===== src/hdl/rach_timing_regs.svh =====
// Timing constants for the random access slot timing block
`ifndef RACH_TIMING_REGS_SVH
`define RACH_TIMING_REGS_SVH

// Clock rate in MHz
`define CLK_MHZ          50
// Access slot length, uplink/downlink offset, indicator-to-preamble time (us)
`define SLOT_US          1250
`define SLOT_OFFSET_US   500
`define AI_TO_PRE_US     2000
// Preamble-to-indicator times (us) for setting 0 and 1
`define PRE_TO_AI0_US    1750
`define PRE_TO_AI1_US    3000
// Derived cycle counts; all come out exact at 50 MHz
`define SLOT_CYC         (`SLOT_US * `CLK_MHZ)
`define SLOT_OFFSET_CYC  (`SLOT_OFFSET_US * `CLK_MHZ)
`define AI_TO_PRE_CYC    (`AI_TO_PRE_US * `CLK_MHZ)
// Access slots per radio frame, and slot spacing for setting 0
`define SLOTS_PER_FRAME  8
`define SLOT_GAP_SHORT   3
// Index lead from the downlink slot an uplink slot starts in to its paired downlink slot, setting 0
`define PAIR_LEAD_SHORT  2

`endif


===== src/hdl/rach_timing_pkg.sv =====
// Types shared by the random access slot timing modules
`default_nettype none
package rach_timing_pkg;
    typedef logic [2:0]  slot_idx_t;
    typedef logic [16:0] slot_cnt_t;
    typedef logic [17:0] long_cnt_t;
    typedef enum logic [1:0] {ST_IDLE, ST_PRE, ST_AI_WAIT, ST_MSG} rach_state_e;
endpackage : rach_timing_pkg
`default_nettype wire


===== src/hdl/slot_if.sv =====
// Access slot grid signals passed between the grid and the sequencer
`default_nettype none
interface slot_if;
    logic                        dl_start;
    logic                        ul_start;
    rach_timing_pkg::slot_idx_t  dl_idx;
    rach_timing_pkg::slot_idx_t  ul_idx;
    logic                        aich_timing;
    modport grid (output dl_start, ul_start, dl_idx, ul_idx, input aich_timing);
    modport user (input dl_start, ul_start, dl_idx, ul_idx, output aich_timing);
endinterface : slot_if
`default_nettype wire


===== src/hdl/random_access_slot_timing.sv =====
// Terminal random access preamble and message timing sequencer
`include "rach_timing_regs.svh"
`default_nettype none
module random_access_slot_timing #(
    parameter int SLOT_CYC      = `SLOT_CYC,
    parameter int OFFSET_CYC    = `SLOT_OFFSET_CYC,
    parameter int AI_TO_PRE_CYC = `AI_TO_PRE_CYC
) (
    // Clock and reset
    input  wire logic       clk_sys,
    input  wire logic       srst,
    // Received downlink frame boundary pulse
    input  wire logic       frame_start,
    // Configuration
    input  wire logic       aich_timing,
    input  wire logic [7:0] usable_mask,
    // Access request from upper layer
    input  wire logic       pre_req,
    // Acquisition indicator result
    input  wire logic       ai_valid,
    input  wire logic       ai_ack,
    // Timing outputs
    output logic            pre_go,
    output logic            msg_go,
    output logic            ai_expect,
    output logic [2:0]      ul_slot_idx,
    output logic            busy
);
    typedef struct packed {
        rach_timing_pkg::rach_state_e st;
        logic [2:0]                   since_pre;
        logic                         have_pre;
        rach_timing_pkg::slot_idx_t   pre_idx;
        logic                         ai_run;
        rach_timing_pkg::long_cnt_t   ai_cnt;
        logic                         ai_pos;
        logic                         pre_go;
        logic                         msg_go;
        logic                         ai_expect;
        rach_timing_pkg::slot_idx_t   ul_idx;
    } seq_s;

    seq_s       q, d;
    slot_if     sif ();
    logic [2:0] gap_m1;
    logic       spacing_ok;
    logic       ai_gap_ok;
    logic       slot_ok;

    // Slot grid
    access_slot_grid #(
        .SLOT_CYC   (SLOT_CYC),
        .OFFSET_CYC (OFFSET_CYC)
    ) u_grid (
        .clk_sys     (clk_sys),
        .srst        (srst),
        .frame_start (frame_start),
        .sif         (sif)
    );

    assign sif.aich_timing = aich_timing;

    // Minimum intervals and slot usability
    assign gap_m1     = 3'(`SLOT_GAP_SHORT - 1) + {2'b00, aich_timing};
    assign spacing_ok = q.since_pre >= gap_m1;
    // One short: the go pulse is registered a cycle after this decision
    assign ai_gap_ok  = q.ai_cnt >= rach_timing_pkg::long_cnt_t'(AI_TO_PRE_CYC - 1);
    assign slot_ok    = sif.ul_start && usable_mask[sif.ul_idx];

    // Sequencer
    always_comb begin
        d           = q;
        d.pre_go    = 1'b0;
        d.msg_go    = 1'b0;
        d.ai_expect = 1'b0;
        // Slots elapsed since the last preamble, saturating
        if (sif.ul_start && q.since_pre != 3'h7) begin
            d.since_pre = q.since_pre + 3'h1;
        end
        // Time since the expected indicator started, saturating
        if (q.ai_run && !ai_gap_ok) begin
            d.ai_cnt = q.ai_cnt + 18'h0_0001;
        end
        // Paired downlink slot of the last preamble opens the indicator
        if (q.st == rach_timing_pkg::ST_AI_WAIT && sif.dl_start &&
            sif.dl_idx == q.pre_idx && !q.ai_run) begin
            d.ai_expect = 1'b1;
            d.ai_run    = 1'b1;
            d.ai_cnt    = '0;
        end
        case (q.st)
            rach_timing_pkg::ST_IDLE: begin
                if (pre_req) begin
                    d.st = rach_timing_pkg::ST_PRE;
                end
            end
            rach_timing_pkg::ST_PRE: begin
                if (!pre_req) begin
                    d.st       = rach_timing_pkg::ST_IDLE;
                    d.have_pre = 1'b0;
                end else if (slot_ok && spacing_ok &&
                             (!(q.have_pre || q.ai_run) || ai_gap_ok)) begin
                    d.pre_go    = 1'b1;
                    d.since_pre = '0;
                    d.have_pre  = 1'b1;
                    d.pre_idx   = sif.ul_idx;
                    d.ul_idx    = sif.ul_idx;
                    d.ai_run    = 1'b0;
                    d.ai_cnt    = '0;
                    d.ai_pos    = 1'b0;
                    d.st        = rach_timing_pkg::ST_AI_WAIT;
                end
            end
            rach_timing_pkg::ST_AI_WAIT: begin
                if (q.ai_run && ai_valid) begin
                    d.ai_pos = ai_ack;
                end
                if (q.ai_run && ai_valid && ai_ack) begin
                    d.st = rach_timing_pkg::ST_MSG;
                end else if (q.ai_run && spacing_ok) begin
                    d.st = rach_timing_pkg::ST_PRE; // Retry after negative or no answer
                end
            end
            rach_timing_pkg::ST_MSG: begin
                if (slot_ok && spacing_ok && ai_gap_ok) begin
                    d.msg_go   = 1'b1;
                    d.ul_idx   = sif.ul_idx;
                    d.have_pre = 1'b0;
                    d.ai_run   = 1'b0;
                    d.st       = rach_timing_pkg::ST_IDLE;
                end
            end
            default: begin
                d.st = rach_timing_pkg::ST_IDLE;
            end
        endcase
    end

    // State register
    always_ff @(posedge clk_sys) begin
        if (srst) begin
            q <= '0;
        end else begin
            q <= d;
        end
    end

    // Outputs
    assign pre_go      = q.pre_go;
    assign msg_go      = q.msg_go;
    assign ai_expect   = q.ai_expect;
    assign ul_slot_idx = q.ul_idx;
    assign busy        = q.st != rach_timing_pkg::ST_IDLE;
endmodule : random_access_slot_timing
`default_nettype wire


===== src/hdl/access_slot_grid.sv =====
// Downlink and uplink access slot grid generator
`include "rach_timing_regs.svh"
`default_nettype none
module access_slot_grid #(
    parameter int SLOT_CYC   = `SLOT_CYC,
    parameter int OFFSET_CYC = `SLOT_OFFSET_CYC
) (
    // Clock and reset
    input  wire logic clk_sys,
    input  wire logic srst,
    // Received primary control channel frame boundary
    input  wire logic frame_start,
    // Grid out
    slot_if.grid      sif
);
    typedef struct packed {
        rach_timing_pkg::slot_cnt_t cnt;
        rach_timing_pkg::slot_idx_t dl_idx;
        rach_timing_pkg::slot_idx_t ul_idx;
        logic                       dl_start;
        logic                       ul_start;
    } grid_s;

    grid_s q, d;

    // Slot counter, restarted on each frame boundary
    always_comb begin
        d          = q;
        d.dl_start = 1'b0;
        d.ul_start = 1'b0;
        if (frame_start) begin
            d.cnt      = '0;
            d.dl_idx   = '0;
            d.dl_start = 1'b1;
        end else if (q.cnt == rach_timing_pkg::slot_cnt_t'(SLOT_CYC - 1)) begin
            d.cnt      = '0;
            d.dl_idx   = q.dl_idx + 3'h1;
            d.dl_start = 1'b1;
        end else begin
            d.cnt = q.cnt + 17'h0_0001;
        end
        // Uplink boundary sits a fixed offset before the next downlink boundary
        if (!frame_start &&
            q.cnt == rach_timing_pkg::slot_cnt_t'(SLOT_CYC - OFFSET_CYC - 1)) begin
            d.ul_start = 1'b1;
            d.ul_idx   = q.dl_idx + 3'(`PAIR_LEAD_SHORT) + {2'b00, sif.aich_timing};
        end
    end

    // State register
    always_ff @(posedge clk_sys) begin
        if (srst) begin
            q <= '0;
        end else begin
            q <= d;
        end
    end

    assign sif.dl_start = q.dl_start;
    assign sif.ul_start = q.ul_start;
    assign sif.dl_idx   = q.dl_idx;
    assign sif.ul_idx   = q.ul_idx;
endmodule : access_slot_grid
`default_nettype wire


===== config.mk =====
export PLATFORM = sky130hd
export DESIGN_NAME = random_access_slot_timing
export DESIGN_NICKNAME = d
export VERILOG_FILES = /design/src/hdl/rach_timing_pkg.sv /design/src/hdl/slot_if.sv /design/src/hdl/random_access_slot_timing.sv /design/src/hdl/access_slot_grid.sv
export VERILOG_INCLUDE_DIRS = /design/src /design/src/hdl
export SDC_FILE = /design/constraint.sdc
export NUM_CORES = 1
export LEC_CHECK = 0
export BUFFER_PORTS_ARGS = -buffer_cell sky130_fd_sc_hd__clkbuf_2
export CELL_PAD_IN_SITES_DETAIL_PLACEMENT = 1
export CELL_PAD_IN_SITES_GLOBAL_PLACEMENT = 1
export CORE_UTILIZATION = 49
export DETAILED_ROUTE_END_ITERATION = 8
export PLACE_DENSITY_LB_ADDON = 0.1
export SKIP_LAST_GASP = 1
export SLEW_MARGIN = 30
export SYNTH_ARGS = -nofsm -noshare
export SYNTH_HDL_FRONTEND = slang
export SYNTH_SLANG_ARGS = --single-unit
export TNS_END_PERCENT = 5

===== constraint.sdc =====
create_clock -name clk_sys -period 6.9 [get_ports clk_sys]
set_input_delay 1.035 -clock clk_sys [delete_from_list [all_inputs] [get_ports clk_sys]]
set_output_delay 1.035 -clock clk_sys [all_outputs]
set_load 0.05 [all_outputs]

* Yosys cells after proc, flatten, opt, wreduce, memory -nomap -nowiden *
Cells that the tools add are included.

storage, ports and cells
  flip-flop bits (word level) = 59
  logic and storage cells = 101
  bits in read-only memories = 0
  latch bits = 0
  memories kept = 0
  input bits = 15
  output and inout bits = 7
  memory bits (writable) = 0

operators by class
  divide/modulo/power cells = 0
  multiply operators = 0
  order comparisons = 3
  add/sub/neg operators = 7
  shift-type cells = 0
  muxes and demuxes = 30
  bitwise operators = 3
  eq/ne operators = 13
  reduce and logical (&&, ||, !) cells = 30

operator list
  operator                                                                                number
  18-bit 2-to-1 mux                                                                       2
  17-bit by 16-bit equality test with 1-bit output (second input constant)                2
  30-bit 2-to-1 mux                                                                       1
  21-bit 2-to-1 mux                                                                       1
  19-bit 2-to-1 mux                                                                       1
  18-bit by 1-bit adder with 18-bit output (second input constant)                        1
  18-bit by 17-bit greater-or-equal comparator with 1-bit output (second input constant)  1
  3-bit 2-to-1 mux                                                                        6
  17-bit by 1-bit adder with 17-bit output (second input constant)                        1
  1-bit logical AND                                                                       13
  2-bit 2-to-1 mux                                                                        5
  1-bit 2-to-1 mux                                                                        9
  2-bit != test (second input constant)                                                   4
  2-bit one-hot mux with 4 select lines                                                   1
  4-bit AND reduction                                                                     2
  3-bit by 1-bit adder with 3-bit output (second input constant)                          2
  3-bit != test (second input constant)                                                   2
  3-bit one-hot mux with 2 select lines                                                   1
  3-bit AND reduction                                                                     2
  3-bit OR reduction                                                                      2
  2-bit equality test (second input constant)                                             2
  1-bit zero test                                                                         4
  3-bit by 4-bit < comparator with 1-bit output (second input constant)                   1
  1-bit one-hot mux with 2 select lines                                                   2
  other kinds (13)                                                                        18

* Depth between registers and ports, before layout *
  word-level depth = 8
  gate-level depth with buffers = 9
  mapped depth without buffers = 7

* Cells and area by module *
Synthesis repeated with hierarchy kept, for this count alone.

second synthesis, totals
  cells, all modules = 345
  area total of the unflattened synthesis = 3,110.5 um2

by module, submodules not included
  module                     area each (um2)  times used  cells each  seq. area each (um2)
  random_access_slot_timing  1,875.5          1           204         680.7
  access_slot_grid           1,234.9          1           141         500.5

* Least setup slack after synthesis *
No wires, ideal clock.

  path type = input to register
  start point = input aich_timing
  end point = register q[10] in the netlist's numbering
  buffers on the path = 2
  data required time = 6.783 ns
  stages = 8
  library setup time = 0.117 ns
  setup slack = 4.102 ns
  arrival = 2.681 ns
  cell sequence = ha_1 nand2b_1 a21oi_1 or4_1 clkbuf_1 o21ai_2 buf_2 nor2_1

on the way
  word-level cells in the longest chain between the ends = 7

RTL lines
  item                                    RTL line                          text
  from (decl)                             random_access_slot_timing.sv:15   input wire logic aich_timing,
  2-bit by 1-bit adder with 3-bit output  random_access_slot_timing.sv:64   assign gap_m1 = 3'(`SLOT_GAP_SHORT - 1) + {2'b00, aich_timing};
  3-bit greater-or-equal comparator       random_access_slot_timing.sv:65   assign spacing_ok = q.since_pre >= gap_m1;
  1-bit logical AND (2 in a row)          random_access_slot_timing.sv:101  end else if (slot_ok && spacing_ok &&
  30-bit 2-to-1 mux                       random_access_slot_timing.sv:101
  21-bit 2-to-1 mux                       random_access_slot_timing.sv:98   if (!pre_req) begin
  18-bit 2-to-1 mux                       random_access_slot_timing.sv:91   case (q.st)
  to (signal assigned)                    random_access_slot_timing.sv:142  q <= '0;
  to (signal assigned)                    random_access_slot_timing.sv:144  q <= d;
  to (decl)                               random_access_slot_timing.sv:43   seq_s q, d;

Every way passes these cells. The select of a mux whose other input is x is not followed.
A chain may end at the register's enable or synchronous reset.

* Final worst setup path *
  start point = input aich_timing
  end point = register q[23] in the netlist's numbering

Same word-level chain as after synthesis.

==> metrics.md <==
| Metric | Value |
|---|---|
| Outcome | `finished clean` |
| Gate Count Post-Synth | `312` |
| I/O Buffers | `21` |
| Critical path endpoint category | `register` |
| Final Max Slew Viols | `0` |
| Clock slew at reported path FFs | `0.07 ns` |
| Initial antenna violation count | `0` |
| I/O pins | `22` |
| Tmin final | `3.00 ns` |
| Clock latency on the worst-skew pair | `0.33 ns` |
| NumNets Final | `355` |
| Post-DR wirelength/cell | `15.4 um` |
| H-tree depth | `3` |
| Met3 track demand over resource | `0.0762` |
| Largest net degree at the start of global routing | `21` |
| Remaining routing DRC violations | `0` |
| Largest vdd supply drop | `0.000113 V` |
| Power density over the cells | `215 nW/um^2` |
| Worst hold slack across all endpoints | `0.446 ns` |
| WL final | `6240 um` |
| Max capacitance violation total | `0` |
| Number of inserted filler cells in the final layout | `652` |
| Flop and latch count out of synthesis | `59` |
| Cell Area, Placed | `2890 um^2` |
| CTS-repair resized insts | `0` |
| Fraction of met2 tracks used by global routing | `0.400` |
| Endpoint with the worst hold slack | `u_grid.q[8]` |
| Final RePlAce weighted congestion | `0.758` |
| Number of placement rows | `26` |
| CP Data Arrival Time | `3.22 ns` |
| Number of buffers created by CTS | `9` |
| Final setup skew | `0.00708 ns` |
| CTS tree | `done` |
| Tcrit/Tclk final | `0.434` |
| Vias in the first global route | `2,349` |
| Startpoint Class | `primary input` |
| Starting utilization of the core area | `0.522` |
| Start of the worst register-to-register path | `q[7]` |
| Wire length of the first global-routing pass | `11,100 um` |
| Worst reg2reg path endpoint | `q[23]` |
| Synth warnings | `0` |
| Hold Buf Count CTS | `0` |
| Total via count in the routed design | `2,250` |
| Clock tree sinks | `59` |
| Via density per instance | `5.56` |
| Detailed-routing iteration count for the pre-antenna-repair pass | `4` |
| Global routing usage summed across all routing layers | `0.239` |
| Die Footprint | `5920 um^2` |
| Finished Cell Area | `3070 um^2` |
| Die boundary width | `77.0 um` |
| Core ar. | `5270 um^2` |
| Pre-CTS setup slack | `3.55 ns` |
| Distinct cell type count of the synthesized netlist | `44` |
| Synthesized Nets | `335` |
| Launch instance of the worst min-delay path | `u_grid.q[8]` |
| Share of synthesized area occupied by flip-flops and latches | `0.429` |
| Most frequent standard cell in the layout excluding fill and tap cells | `dfxtp_1` |
| Final hold violation count | `0` |
| Maximum count of clock buffers along a single path | `2` |
| Highest net fanout along the worst path | `17` |
| Met1 routing resource usage after global routing | `0.291` |
| Accumulated negative setup slack | `0 ns` |
| Depth of the worst register-to-register path | `6` |
| Most instantiated flip-flop cell in the synthesis netlist | `dfxtp_1` |
| CP required | `7.13 ns` |
| Setup Viol. Count Final | `0` |
| Worst-case headroom to the max-slew limit | `0.445` |
| Leading cell types in the layout, fill and taps excluded | `59 x dfxtp_1, 46 x nor2_1, 21 x clkbuf_2` |
| Diodes inserted | `0` |
| Number of enable-type register cells in the synthesized netlist | `0` |
| Pwr Total | `658 uW` |
| Busiest grt layer | `met2` |
| Top cell type's share of synthesized area | `0.429` |
| Smallest setup slack after layout | `3.90 ns` |
| Area growth syn-to-layout | `11.4%` |
| GRT Residual Overflow | `0` |
| CP Launch Point | `aich_timing` |
| Count of cells along the worst hold path | `1` |
| Largest area contributor in the synthesized netlist | `dfxtp_1` |
| Reported leakage power | `0.00107 uW` |
| Proportion of layout cells with a drive suffix above 1 | `0.128` |
| Transition time at the pin with the least slew margin | `0.820 ns` |
| Top post-synthesis cells by area | `dfxtp_1 43%, nor2_1 6.3%, xor2_1 5.4%` |
| Vert. Die Dim | `77.0 um` |
| Post-Synthesis Mean Instance Area | `8.82 um^2` |
| Register-to-register setup slack | `4.10 ns` |
| Post-synthesis instance area | `2750 um^2` |
| Asr flop ratio synth | `0` |
| Antenna-violating nets left | `0` |
| Initial drt markers | `136` |
| Clock root buffer | `clkbuf_8` |
| Hold Crit Class | `reg -> reg` |
| Setup repair after global routing missed its margin | `no` |
| Post-CTS setup buffer count | `0` |
| Detailed placer's ending HPWL | `4440 um` |
| Maximum operating frequency | `334 MHz` |
| Type of the setup path with the least slack | `in -> reg` |
-- worst max path at each step --
stage	endpoint	slack, ns	cells past startpoint
4_1_cts	q[23]	3.90	7
5_1_grt	q[23]	3.77	7
3_5_place_dp	q[23]	3.55	7
2_1_floorplan	q[10]	4.10	8
3_3_place_gp	q[23]	3.62	7
6_report	q[23]	3.90	7
-- where the power goes --
part           internal, uW  leakage [uW]  switching (uW)
combinational          6.17      0.000503            11.4
clock                   171     0.0000950             127
sequential              342      0.000476           0.925
-- critical path: stages --
cell and delay, ns:
clkbuf_2 0.09, ha_1 0.26, nand2b_1 0.10, a21oi_1 0.11, or4_1 0.69, o21ai_2 0.68
o21ba_2 0.25
-- cells in the mapped netlist, types with 2 or more instances --
master and n:
a211oi_1 2, a21oi_1 11, and3_1 7, buf_2 2, buf_4 3, clkbuf_1 6
dfxtp_1 59, ha_1 8, inv_1 11, mux2_2 2, mux2i_1 9, nand2_1 18
nand3_1 20, nand3b_1 4, nand4_1 8, nor2_1 46, nor3_1 13, nor4_1 8
nor4b_1 4, o211ai_1 4, o21ai_0 5, o31ai_1 3, or2_2 2, or3_1 4
or4_1 4, xnor2_1 15, xor2_1 17
-- stage by stage --
stage	cells	utilization
detailed placement	391	0.547
global route	405	0.582
CTS	405	0.582
floorplan	312	-
global placement	391	0.547
finish	405	0.582
-- cells by family (layout without fill, tap and decap cells) --
family / Yosys count / count (layout) / synth area share
AOI/OAI and AO/OA: 34 / 34 / 0.0832
DFF: 59 / 59 / 0.429
adders and majority gates: 8 / 8 / 0.0364
and+or+nand+nor: 143 / 143 / 0.262
buffers and inverters: 24 / 47 / 0.0382
xor gates and xnor gates: 32 / 32 / 0.102
muxes: 12 / 12 / 0.0491
-- cell type report --
type | instances | area [um^2] | area share
Clock buffer | 11 | 141 | 0.0461
Inverter | 12 | 45.0 | 0.0147
Multi-Input combinational cell | 229 | 1470 | 0.478
Tap cell | 70 | 87.6 | 0.0286
Sequential cell | 59 | 1180 | 0.385
Clock inverter | 3 | 40.0 | 0.0131
Timing Repair Buffer | 21 | 105 | 0.0343
-- layer usage --
metal | up-vias | wire (um) | part of all wire
met3 | 4 | 189 | 0.030
met4 | 0 | 36 | 0.0058
met1 | 1083 | 3040 | 0.49
met2 | 26 | 2970 | 0.48
met5 | - | 0 | 0
li1 | 1137 | - | -
-- registers in the layout, summed over array words and instances (netlist names) --
name / count
q: 28
u_grid.q: 17
u_grid.sif.dl_idx: 3
u_grid.sif.ul_idx: 3
ul_slot_idx: 3
ai_expect: 1
msg_go: 1
pre_go: 1
u_grid.sif.dl_start: 1
u_grid.sif.ul_start: 1
No activity file was read; power rests on OpenSTA's default activity.
